File: src/shared/lcd_pin_mux_pkg.sv
// Constants and types shared by the panel pin multiplexer and its bench.
package lcd_pin_mux_pkg;
    localparam int PANEL_DATA_W   = 18;
    localparam int MODE_W         = 2;
    localparam int INT_SRC_W      = 4;
    localparam int FIFO_DEPTH_DEF = 8;
    localparam int PCLK_DIV_DEF   = 4;

    // Panel mode field, bits 1-0: values 0..3 stand for modes 1..4.
    localparam int MODE_FIELD_LSB            = 0;
    localparam logic [MODE_W-1:0] MODE_RGB_SER = 2'h0;
    localparam logic [MODE_W-1:0] MODE_PAR_SER = 2'h1;
    localparam logic [MODE_W-1:0] MODE_PAR_PAR = 2'h2;
    localparam logic [MODE_W-1:0] MODE_RGB_PAR = 2'h3;
    localparam logic [MODE_W-1:0] MODE_RST     = 2'h0;

    // Tri-state control bit position in its two configuration words.
    localparam int TRI_CTL_BIT = 13;

    // Inactive levels shown on every pin while reset is applied.
    localparam logic                    PIN_RST  = 1'b0;
    localparam logic                    CS_N_RST = 1'b1;
    localparam logic                    OE_RST   = 1'b0;
    localparam logic [PANEL_DATA_W-1:0] DATA_RST = 18'h00000;
    localparam logic [INT_SRC_W-1:0]    INT_RST  = 4'h0;

    typedef enum logic [1:0] {
        SRC_NONE,
        SRC_RGB,
        SRC_PAR,
        SRC_HOST
    } pin_src_t;

    typedef enum logic [1:0] {
        SER_OFF,
        SER_ENGINE,
        SER_HOST
    } ser_src_t;
endpackage

File: src/design/stream_fifo.sv
// Synchronous FIFO with valid/ready handshakes on both sides.
`timescale 1ns/100ps
`default_nettype none
module stream_fifo #(
    parameter int WIDTH = 18,
    parameter int DEPTH = 8
) (
    input  wire logic             clk,
    input  wire logic             rst_n,
    input  wire logic [WIDTH-1:0] in_data,
    input  wire logic             in_valid,
    output logic                  in_ready,
    output logic      [WIDTH-1:0] out_data,
    output logic                  out_valid,
    input  wire logic             out_ready
);
    localparam int AW = $clog2(DEPTH);

    logic [WIDTH-1:0] mem [DEPTH];
    logic [AW:0]      wr_ptr_q;
    logic [AW:0]      rd_ptr_q;
    logic             full;
    logic             empty;
    logic             push;
    logic             pop;

    // Full compares the wrap bits, so all DEPTH slots are usable.
    assign empty     = (wr_ptr_q == rd_ptr_q);
    assign full      = (wr_ptr_q[AW] != rd_ptr_q[AW]) &&
                       (wr_ptr_q[AW-1:0] == rd_ptr_q[AW-1:0]);
    assign in_ready  = !full;
    assign out_valid = !empty;
    assign push      = in_valid && !full;
    assign pop       = out_ready && !empty;
    assign out_data  = mem[rd_ptr_q[AW-1:0]];

    always_ff @(posedge clk) begin
        if (push) begin
            mem[wr_ptr_q[AW-1:0]] <= in_data;
        end
    end

    always_ff @(posedge clk or negedge rst_n) begin
        if (!rst_n) begin
            wr_ptr_q <= '0;
        end else if (push) begin
            wr_ptr_q <= wr_ptr_q + 1'b1;
        end
    end

    always_ff @(posedge clk or negedge rst_n) begin
        if (!rst_n) begin
            rd_ptr_q <= '0;
        end else if (pop) begin
            rd_ptr_q <= rd_ptr_q + 1'b1;
        end
    end
endmodule
`default_nettype wire

File: src/design/lcd_panel_pin_mux_bypass.sv
// Panel pin multiplexer with host bypass, interrupt pin and pixel FIFO.
`timescale 1ns/100ps
`default_nettype none
// What this block does
// Interrupt pin goes high on any event.
// Host clears event, interrupt pin returns low.
// Reset forces defaults and inactive pin levels.
// Serial bypass takes host serial select inputs.
// Mode field selects the panel interface pair.
// Modes 1 and 4 put RGB data out.
// Parallel modes reuse data bus for writes.
// Either tri-state bit makes data bus tri-state outside writes, except in RGB modes.
// Parallel bypass passes host data to bus.
// RGB modes drive frame pin as frame pulse.
// Parallel modes drive frame pin as write strobe.
// Parallel bypass drives frame pin from host strobe.
// RGB modes drive line pin as line pulse.
// Parallel modes drive line pin as command select.
// Parallel bypass drives line pin from host select.
// Pixel clock only in RGB modes, else idle.
// Parallel bypass drives first panel chip select.
// Serial bypass drives panel serial clock.
// Serial bypass drives panel serial data.
// Selection registered; bypass outranks the mode field.
module lcd_panel_pin_mux_bypass
    import lcd_pin_mux_pkg::*;
#(
    parameter int DATA_W     = PANEL_DATA_W,
    parameter int FIFO_DEPTH = FIFO_DEPTH_DEF,
    parameter int PCLK_DIV   = PCLK_DIV_DEF,
    parameter int INT_W      = INT_SRC_W
) (
    input  wire logic              mclk,
    input  wire logic              rstn,
    input  wire logic [MODE_W-1:0] panel_mode,
    input  wire logic              parallel_bypass,
    input  wire logic              serial_bypass,
    input  wire logic              tri_ctl_a,
    input  wire logic              tri_ctl_b,
    input  wire logic [INT_W-1:0]  int_event,
    input  wire logic [INT_W-1:0]  int_clear,
    input  wire logic [DATA_W-1:0] pixel_data,
    input  wire logic              pixel_valid,
    output logic                   pixel_ready,
    input  wire logic              rgb_frame,
    input  wire logic              rgb_line,
    input  wire logic              par_active,
    input  wire logic              par_write_cmd,
    input  wire logic              par_cmd_select,
    input  wire logic              par_chip_select_n,
    input  wire logic              eng_chip_select_n,
    input  wire logic              eng_serial_select_n,
    input  wire logic              eng_serial_clock,
    input  wire logic              eng_serial_cmd,
    input  wire logic              eng_serial_data,
    input  wire logic [DATA_W-1:0] host_data,
    input  wire logic              host_write_strobe,
    input  wire logic              host_cmd_select,
    input  wire logic              host_chip_select_one_n,
    input  wire logic              host_serial_chip_select_n,
    input  wire logic              host_serial_clock,
    input  wire logic              host_serial_cmd_select,
    input  wire logic              host_serial_data,
    output logic [DATA_W-1:0]      panel_data_bus,
    output logic                   panel_data_oe,
    output logic                   panel_frame_pulse,
    output logic                   panel_line_pulse,
    output logic                   panel_pixel_clock,
    output logic                   panel_one_chip_select_n,
    output logic                   panel_two_chip_select_n,
    output logic                   panel_serial_clock,
    output logic                   panel_serial_cmd,
    output logic                   panel_serial_data_out,
    output logic                   interrupt_out
);
    localparam int DIV_W = $clog2(PCLK_DIV) + 1;
    localparam logic [DIV_W-1:0] DIV_LAST = DIV_W'(PCLK_DIV - 1);

    logic [1:0]        rst_sync_q;
    logic              rst_sync_n;
    pin_src_t          src_q;
    ser_src_t          ser_src_q;
    logic [INT_W-1:0]  int_pend_q;
    logic [DIV_W-1:0]  div_q;
    logic              pix_tick;
    logic              pclk_q;
    logic [DATA_W-1:0] stream_q;
    logic [DATA_W-1:0] fifo_data;
    logic              fifo_valid;
    logic              fifo_pop;
    logic              streaming;
    logic              drive_window;

    // Bypass is checked first so the host always wins over the mode field.
    function automatic pin_src_t pick_src(input logic [MODE_W-1:0] mode,
                                          input logic pbyp,
                                          input logic par_on);
        pin_src_t s;
        s = SRC_NONE;
        if (pbyp) begin
            s = SRC_HOST;
        end else begin
            case (mode)
                MODE_RGB_SER: s = SRC_RGB;
                MODE_PAR_SER: s = SRC_PAR;
                MODE_PAR_PAR: s = SRC_PAR;
                MODE_RGB_PAR: s = par_on ? SRC_PAR : SRC_RGB;
                default:      s = SRC_NONE;
            endcase
        end
        return s;
    endfunction

    function automatic ser_src_t pick_ser(input logic [MODE_W-1:0] mode,
                                          input logic sbyp);
        ser_src_t s;
        s = SER_OFF;
        if (sbyp) begin
            s = SER_HOST;
        end else if (mode != MODE_PAR_PAR) begin
            s = SER_ENGINE;
        end
        return s;
    endfunction

    // Reset is applied at once but released only after two clean edges.
    always_ff @(posedge mclk or negedge rstn) begin
        if (!rstn) begin
            rst_sync_q <= 2'h0;
        end else begin
            rst_sync_q <= {rst_sync_q[0], 1'b1};
        end
    end
    assign rst_sync_n = rst_sync_q[1];

    // Registering the choice keeps decode glitches off the panel pins.
    always_ff @(posedge mclk or negedge rst_sync_n) begin
        if (!rst_sync_n) begin
            src_q     <= SRC_NONE;
            ser_src_q <= SER_OFF;
        end else begin
            src_q     <= pick_src(panel_mode, parallel_bypass, par_active);
            ser_src_q <= pick_ser(panel_mode, serial_bypass);
        end
    end

    // A pending bit is set by its event and dropped by the host clear;
    // a new event in the clearing cycle is kept.
    always_ff @(posedge mclk or negedge rst_sync_n) begin
        if (!rst_sync_n) begin
            int_pend_q <= INT_RST;
        end else begin
            int_pend_q <= (int_pend_q & ~int_clear) | int_event;
        end
    end

    always_ff @(posedge mclk or negedge rst_sync_n) begin
        if (!rst_sync_n) begin
            interrupt_out <= PIN_RST;
        end else begin
            interrupt_out <= |int_pend_q;
        end
    end

    // Pixel clock divider: one tick enable every PCLK_DIV cycles.
    always_ff @(posedge mclk or negedge rst_sync_n) begin
        if (!rst_sync_n) begin
            div_q <= '0;
        end else if (div_q == DIV_LAST) begin
            div_q <= '0;
        end else begin
            div_q <= div_q + 1'b1;
        end
    end
    assign pix_tick = (div_q == DIV_LAST);

    always_ff @(posedge mclk or negedge rst_sync_n) begin
        if (!rst_sync_n) begin
            pclk_q <= PIN_RST;
        end else if (!streaming) begin
            pclk_q <= PIN_RST;
        end else if (pix_tick) begin
            pclk_q <= !pclk_q;
        end
    end

    // The stream only drains at the pixel rate, so a faster source fills the
    // FIFO and is held off by pixel_ready.
    assign streaming = (src_q == SRC_RGB) || (src_q == SRC_PAR);
    assign fifo_pop  = streaming && pix_tick && pclk_q;

    stream_fifo #(
        .WIDTH (DATA_W),
        .DEPTH (FIFO_DEPTH)
    ) u_fifo (
        .clk       (mclk),
        .rst_n     (rst_sync_n),
        .in_data   (pixel_data),
        .in_valid  (pixel_valid),
        .in_ready  (pixel_ready),
        .out_data  (fifo_data),
        .out_valid (fifo_valid),
        .out_ready (fifo_pop)
    );

    always_ff @(posedge mclk or negedge rst_sync_n) begin
        if (!rst_sync_n) begin
            stream_q <= DATA_RST;
        end else if (fifo_pop && fifo_valid) begin
            stream_q <= fifo_data;
        end
    end

    always_ff @(posedge mclk or negedge rst_sync_n) begin
        if (!rst_sync_n) begin
            panel_data_bus <= DATA_RST;
        end else begin
            case (src_q)
                SRC_RGB:  panel_data_bus <= stream_q;
                SRC_PAR:  panel_data_bus <= stream_q;
                SRC_HOST: panel_data_bus <= host_data;
                default:  panel_data_bus <= DATA_RST;
            endcase
        end
    end

    // With tri-state control the bus is always driven in RGB modes, otherwise only while a write is on.
    assign drive_window = (src_q == SRC_RGB) ||
                          (src_q == SRC_PAR && par_write_cmd) ||
                          (src_q == SRC_HOST && host_write_strobe);

    always_ff @(posedge mclk or negedge rst_sync_n) begin
        if (!rst_sync_n) begin
            panel_data_oe <= OE_RST;
        end else if (tri_ctl_a || tri_ctl_b) begin
            panel_data_oe <= drive_window;
        end else begin
            panel_data_oe <= 1'b1;
        end
    end

    always_ff @(posedge mclk or negedge rst_sync_n) begin
        if (!rst_sync_n) begin
            panel_frame_pulse <= PIN_RST;
        end else begin
            case (src_q)
                SRC_RGB:  panel_frame_pulse <= rgb_frame;
                SRC_PAR:  panel_frame_pulse <= par_write_cmd;
                SRC_HOST: panel_frame_pulse <= host_write_strobe;
                default:  panel_frame_pulse <= PIN_RST;
            endcase
        end
    end

    always_ff @(posedge mclk or negedge rst_sync_n) begin
        if (!rst_sync_n) begin
            panel_line_pulse <= PIN_RST;
        end else begin
            case (src_q)
                SRC_RGB:  panel_line_pulse <= rgb_line;
                SRC_PAR:  panel_line_pulse <= par_cmd_select;
                SRC_HOST: panel_line_pulse <= host_cmd_select;
                default:  panel_line_pulse <= PIN_RST;
            endcase
        end
    end

    always_ff @(posedge mclk or negedge rst_sync_n) begin
        if (!rst_sync_n) begin
            panel_pixel_clock <= PIN_RST;
        end else begin
            panel_pixel_clock <= (src_q == SRC_RGB) && pclk_q;
        end
    end

    always_ff @(posedge mclk or negedge rst_sync_n) begin
        if (!rst_sync_n) begin
            panel_one_chip_select_n <= CS_N_RST;
        end else begin
            case (src_q)
                SRC_HOST: panel_one_chip_select_n <= host_chip_select_one_n;
                SRC_PAR:  panel_one_chip_select_n <= par_chip_select_n;
                SRC_RGB:  panel_one_chip_select_n <= eng_chip_select_n;
                default:  panel_one_chip_select_n <= CS_N_RST;
            endcase
        end
    end

    // The serial pins follow their own selection so both bypasses may coexist.
    always_ff @(posedge mclk or negedge rst_sync_n) begin
        if (!rst_sync_n) begin
            panel_two_chip_select_n <= CS_N_RST;
            panel_serial_clock      <= PIN_RST;
            panel_serial_cmd        <= PIN_RST;
            panel_serial_data_out   <= PIN_RST;
        end else begin
            case (ser_src_q)
                SER_HOST: begin
                    panel_two_chip_select_n <= host_serial_chip_select_n;
                    panel_serial_clock      <= host_serial_clock;
                    panel_serial_cmd        <= host_serial_cmd_select;
                    panel_serial_data_out   <= host_serial_data;
                end
                SER_ENGINE: begin
                    panel_two_chip_select_n <= eng_serial_select_n;
                    panel_serial_clock      <= eng_serial_clock;
                    panel_serial_cmd        <= eng_serial_cmd;
                    panel_serial_data_out   <= eng_serial_data;
                end
                default: begin
                    panel_two_chip_select_n <= CS_N_RST;
                    panel_serial_clock      <= PIN_RST;
                    panel_serial_cmd        <= PIN_RST;
                    panel_serial_data_out   <= PIN_RST;
                end
            endcase
        end
    end
endmodule
`default_nettype wire

File: config.mk
export PLATFORM = sky130hd
export DESIGN_NAME = lcd_panel_pin_mux_bypass
export DESIGN_NICKNAME = d
export VERILOG_FILES = /design/src/shared/lcd_pin_mux_pkg.sv /design/src/design/stream_fifo.sv /design/src/design/lcd_panel_pin_mux_bypass.sv
export SDC_FILE = /design/constraint.sdc
export NUM_CORES = 1
export LEC_CHECK = 0
export CORE_MARGIN = 10
export CORE_UTILIZATION = 45
export DETAILED_ROUTE_END_ITERATION = 6
export DONT_BUFFER_PORTS = 1
export REMOVE_ABC_BUFFERS = 1
export SYNTH_ARGS = -nofsm -noshare
export SYNTH_HDL_FRONTEND = slang
export SYNTH_SLANG_ARGS = --single-unit
File: constraint.sdc
create_clock -name mclk -period 3 [get_ports mclk]
set_clock_uncertainty 0.2 [all_clocks]
set_input_delay 0 -clock mclk [delete_from_list [all_inputs] [get_ports mclk]]
set_output_delay 0 -clock mclk [all_outputs]
set_load 0.005 [all_outputs]
## Yosys cells after proc, flatten, opt, wreduce, memory -nomap -nowiden

Memory sizes are Yosys's and may differ from the RTL's. A register that Yosys moved wholly into a read port is not among the register bits.
Cells that the tools add are included.

| operators by class | value |
|---|---|
| $add $sub $neg | 3 |
| multiplexer cells | 19 |
| equality and inequality tests | 14 |
| reductions and logical operators | 20 |
| bitwise logic cells | 3 |

Operators by type and width:

| cell | count |
|---|---|
| $pmux 18 s2 | 1 |
| $eq 2x2->1 const B | 5 |
| $pmux 1 s3 | 3 |
| $add 4x1->4 const B | 2 |
| $logic_and 1x1->1 | 8 |
| $pmux 1 s2 | 4 |
| $eq 2x1->1 const B | 3 |
| $mux 1 | 6 |
| $mux 2 | 3 |
| $pmux 2 s3 | 1 |
| $and 4x4->4 | 1 |
| $eq 4x4->1 | 1 |
| $logic_not 1->1 | 4 |
| $logic_or 1x1->1 | 4 |
| $ne 2x2->1 const B | 2 |
| $not 4->4 | 1 |
| $or 4x4->4 | 1 |
| $reduce_or 2->1 | 2 |
| $reduce_or 4->1 | 1 |
| $add 3x1->3 const B | 1 |
| $eq 3x2->1 const B | 1 |
| $eq 3x3->1 | 1 |
| $mux 3 | 1 |
| $logic_not 2->1 | 1 |
| $ne 1x1->1 | 1 |

| storage, ports and cells | value |
|---|---|
| word-level logic and storage cells | 79 |
| output and inout port bits | 29 |
| input port bits | 71 |
| memories kept | 1 |
| bits in registers | 50 |
| bits in writable memories | 144 |

Memory list:

| name | words | bits a word | read ports | clocked after memory_dff | write ports | RTL line | text |
|---|---|---|---|---|---|---|---|
| u_fifo.mem | 8 | 18 | 1 | 1 | 1 | stream_fifo.sv:19 | `logic [WIDTH-1:0] mem [DEPTH];` |

## Depth between registers and ports, before layout

| depth | value |
|---|---|
| word-level depth | 6 |
| mapped depth | 7 |
| mapped depth without buffers | 6 |

## Modules after synthesis

From an unflattened synthesis, not the netlist that was laid out.

| second synthesis, totals | value |
|---|---|
| cell total of the unflattened synthesis | 444 |
| area, all modules | 8463.1 um^2 |

Modules (own cells, without submodules):

| module | instances | cells an instance | area each (um^2) | seq. area each (um^2) |
|---|---|---|---|---|
| stream_fifo | 1 | 266 | 6042.0 | 4524.3 |
| lcd_panel_pin_mux_bypass | 1 | 178 | 2421.1 | 1503.9 |

## Worst setup path after synthesis

No wires, ideal clock.

| timing | value |
|---|---|
| path type | flip-flop to flip-flop |
| start point | reg u_fifo.wr_ptr_q[0] |
| end point | mem u_fifo.mem[0][0], enable pin |
| data required time | 2.384 ns |
| library setup time | 0.416 ns |
| arrival time | 2.276 ns |
| setup slack | 0.108 ns |
| clock period less this slack | 2.892 ns |
| path buffers | 1 |
| cell stages (with the launch flop) | 6 |
| cell sequence | dfrtp_1 -> buf_2 -> xnor2_1 -> nand4_1 -> nand3_1 -> nor3_1 |

| between the ends | value |
|---|---|
| word-level cells in the longest chain between the ends | 6 |

RTL lines:

| what | RTL line | text |
|---|---|---|
| from (decl) | stream_fifo.sv:20 | `logic [AW:0] wr_ptr_q;` |
| from (signal assigned) | stream_fifo.sv:47 | `wr_ptr_q <= wr_ptr_q + 1'b1;` |
| $eq 3x3->1 | stream_fifo.sv:30 | `(wr_ptr_q[AW-1:0] == rd_ptr_q[AW-1:0]);` |
| $logic_and 1x1->1 | stream_fifo.sv:29 | `assign full = (wr_ptr_q[AW] != rd_ptr_q[AW]) &&` |
| $logic_not 1->1 | - |  |
| via pixel_ready | lcd_panel_pin_mux_bypass.sv:44 | `output logic pixel_ready,` |
| $logic_and 1x1->1 | stream_fifo.sv:33 | `assign push = in_valid && !full;` |
| $mux 1 | stream_fifo.sv:38 | `if (push) begin` |
| $mux 1 (implied by the code) | stream_fifo.sv:39 | `mem[wr_ptr_q[AW-1:0]] <= in_data;` |
| to (decl) | stream_fifo.sv:19 |  |

The timed path passes the listed nets, and every way through them passes these cells.

## Final worst setup path

| timing | value |
|---|---|
| start point | reg src_q[0] |
| end point | reg panel_one_chip_select_n |

| between the ends | value |
|---|---|
| word-level cells in the longest chain between the ends | 2 |
| elaborated cells on any way between the ends | 4 |
| those cells by class | eq/ne: 3; mux: 1 |

RTL lines:

| what | RTL line | text |
|---|---|---|
| from (decl) | lcd_panel_pin_mux_bypass.sv:81 | `pin_src_t src_q;` |
| from (signal assigned) | lcd_panel_pin_mux_bypass.sv:142 | `src_q <= pick_src(panel_mode, parallel_bypass, par_active);` |
| $eq 2x1->1 / $eq 2x2->1 (equally long branches) | lcd_panel_pin_mux_bypass.sv:280 | `case (src_q)` |
| $pmux 1 s3 (*) | lcd_panel_pin_mux_bypass.sv:280 |  |
| to (signal assigned) | lcd_panel_pin_mux_bypass.sv:281 | `SRC_HOST: panel_one_chip_select_n <= host_chip_select_one_n;` |
| to (signal assigned) | lcd_panel_pin_mux_bypass.sv:282 | `SRC_PAR: panel_one_chip_select_n <= par_chip_select_n;` |
| to (signal assigned) | lcd_panel_pin_mux_bypass.sv:283 | `SRC_RGB: panel_one_chip_select_n <= eng_chip_select_n;` |
| to (decl) | lcd_panel_pin_mux_bypass.sv:69 | `output logic panel_one_chip_select_n,` |

Mark *: on every way between the ends. The rest lies on a longest branch, timed or not.
A chain may end at the register's enable or synchronous reset.

==> results.sh <==
export IMPL_status="complete, no violations"
export IMPL_synth_commonest_cells="edfxtp_1 (144), dfrtp_1 (66), nor2_1 (48), mux4_2 (36), a22oi_1 (22)"
export IMPL_synth_seq_cells=212
export IMPL_ir_worst_vdd_mv=0.5240
export IMPL_cts_setup_buffers=0
export IMPL_maxSlewViolCount=0
export IMPL_synthFlopType="edfxtp_1"
export IMPL_ioPinCount=100
export IMPL_die_w_um=155.0
export IMPL_cts_max_path_buffers=3
export IMPL_setup_viol=0
export IMPL_cts_buffers=23
export IMPL_postSynthCellCount=452
export IMPL_path_buf_inv=2
export IMPL_die_y_um=155.0
export IMPL_cts_max_level=1
export IMPL_dieArea_sq_um=24020
export IMPL_firstDrtPassIters=4
export IMPL_wl_per_cell_um=21.21
export IMPL_cpMaxStageDelayCell="dlygate4sd3_1"
export IMPL_finalCriticalPeriod_ns=2.572
export IMPL_fin_util_pct=56.51
export IMPL_cp_max_fo=22
export IMPL_cts_sinks=212
export IMPL_area_growth_pct=23.79
export IMPL_drc=0
export IMPL_start_util_pct=45.65
export IMPL_rsz0062_at_grt="no"
export IMPL_design_area_sq_um=10150
export IMPL_grt_max_degree=48
export IMPL_wl_mm=17.08
export IMPL_required_ns=3.24
export IMPL_cap_violations=0
export IMPL_max_stage_delay_ns=0.59
export IMPL_row_count=49
export IMPL_seq_area_frac_synth_pct=73.51
export IMPL_powerDensity_nw_per_um2=755.9
export IMPL_nets=643
export IMPL_fmax_mhz=388.8
export IMPL_finalHoldViolCount=0
export IMPL_cts_tree="built"
export IMPL_endpoint_kind="register"
export IMPL_num_vias=4291
export IMPL_core_sq_um=17960
export IMPL_worstMarginPinSlew_ns=0.8918
export IMPL_synth_area_leaders="edfxtp_1 (53%), dfrtp_1 (20%), mux4_2 (9.9%), mux2i_1 (2.3%), nor2_1 (2.2%)"
export IMPL_dp_hpwl_mm=10.40
export IMPL_timing_hold_ws_ns=0.01583
export IMPL_crit_type="reg2reg"
export IMPL_async_flop_share_pct=32.08
export IMPL_avgSynthCellArea_sq_um=18.14
export IMPL_grt_pass1_vias=4711
export IMPL_power_leakage_nw=3.731
export IMPL_arrival_ns=2.81
export IMPL_maxSlewHeadroom_pct=40.55
export IMPL_drtIter0Drc=211
export IMPL_synth_area_sq_um=8200
export IMPL_synth_top_area_share_pct=52.73
export IMPL_path_cells="ha_2, a22oi_1, dlygate4sd3_1, nand2_1, dlygate4sd3_1"
export IMPL_finalCritPeriodShare_pct=85.73
export IMPL_synth_top_cell_by_area="edfxtp_1"
export IMPL_gr_total_overflow=0
export IMPL_insertion_delay_ns=0.51
export IMPL_placed_area_sq_um=8583
export IMPL_synth_enable_flop_cells=144
export IMPL_clk_pin_slew_ns=0.06
export IMPL_cts_root_buffer="clkbuf_16"
export IMPL_io_buffers=0
export IMPL_place_gp_congestion=0.7344
export IMPL_viasPerCell=5.330
export IMPL_hold_class="reg2async"
export IMPL_detail_route_antenna_nets=0
export IMPL_synth_distinct_cells=37
export IMPL_yosysWarnings=0
export IMPL_antenna_found_initial=0
export IMPL_cpMostUsedCell="dlygate4sd3_1"
export IMPL_grt_pass1_wl_mm=27.00
export IMPL_grt_usage_pct=14.16
export IMPL_synth_most_common_cell="edfxtp_1"
export IMPL_layout_drive_gt1_share_pct=18.26
export IMPL_critical_path_startpoint_type="register"
export IMPL_critPathTopFamily="buffers and inverters"
-- logic make-up (layout without fill, tap and decap cells) --
| kind of cell | count (synthesis) | in the layout | share of synthesized area [%] |
|---|---|---|---|
| flops | 212 | 212 | 73.51 |
| simple gates | 68 | 68 | 3.815 |
| mux | 57 | 57 | 12.48 |
| compound gates | 54 | 54 | 4.593 |
| buf+inv | 34 | 157 | 2.136 |
| fa+ha+maj | 14 | 14 | 2.136 |
| xor+xnor | 12 | 12 | 1.282 |
| other cells | 1 | 2 | 0.04573 |
-- timing repair --
action | CTS | global route
hold endpoints to repair | 328 | 0
gates resized for setup | 0 | 1
setup endpoints to repair | 0 | 1
hold buffers | 81 | 0
-- sequential cells by signal, indices dropped and copies added, names as in the netlist, 2 cells and up --
register         flops
rst_sync_q           2
stream_q            18
u_fifo.rd_ptr_q      4
div_q                3
u_fifo.mem         144
u_fifo.wr_ptr_q      4
src_q                2
panel_data_bus      18
int_pend_q           4
ser_src_q            2
-- layer usage --
metal	GRT usage, %	vias up	routed length (um)
met2	23.82	140	8405
met5	0	-	0
met1	17.80	2167	7209
met4	4.318	0	396
met3	3.281	28	1064
li1	-	1956	-
-- placed cells by master (no fill, tap or decap), types with 19 or more instances in the layout --
master	netlist	routed
edfxtp_1	144	144
dlygate4sd3_1	0	81
dfrtp_1	66	64
nor2_1	48	48
mux4_2	36	36
clkbuf_16	0	24
a22oi_1	22	22
a21oi_1	20	20
mux2i_1	19	19
buf_4	0	19
-- final cells by class --
cell class / count / area, sq um
Inverter: 12 / 45.04
Clock inverter: 9 / 97.59
Fill cell: 1357 / 7812
Antenna cell: 1 / 2.502
Sequential cell: 212 / 6031
Tap cell: 229 / 286.5
Multi-Input combinational cell: 206 / 2021
Timing Repair Buffer: 103 / 1013
Clock buffer: 33 / 654.4
-- path summary, 6_finish.rpt --
path,depth (start not counted),slack [ns],start,end
max,5,0.43,src_q[0]$_DFF_PN0_,panel_one_chip_select_n$_DFF_PN1_
min,0,0.02,rst_sync_q[1]$_DFF_PN0_,stream_q[10]$_DFFE_PN0P_
max reg2reg,5,0.43,src_q[0]$_DFF_PN0_,panel_one_chip_select_n$_DFF_PN1_
min reg2reg,0,0.02,rst_sync_q[1]$_DFF_PN0_,stream_q[10]$_DFFE_PN0P_
max in group asynchronous,1,1.90,rst_sync_q[1]$_DFF_PN0_,panel_one_chip_select_n$_DFF_PN1_
min in group mclk,3,0.02,host_data[13],panel_data_bus[13]$_DFF_PN0_
-- where the power goes --
group / leakage, nW / total (mW) / switching, mW / internal [mW]
sequential: 2.17 / 3.77 / 0.182 / 3.59
combinational: 1.19 / 1.13 / 0.608 / 0.523
clock: 0.372 / 2.77 / 1.08 / 1.69
-- through the flow --
step | cells | setup TNS, ns | power, mW | setup slack, ns
after global placement | 681 | 0 | 4.826 | 0.7855
after global routing | 804 | 0 | 8.001 | 0.2991
final | 805 | 0 | 7.673 | 0.4280
after floorplan | 430 | -128.78 | 4.466 | -1.231
after detailed placement | 681 | 0 | 4.854 | 0.7411
after CTS | 804 | 0 | 7.763 | 0.1367
Note: power is estimated with default switching activity, not from simulation.
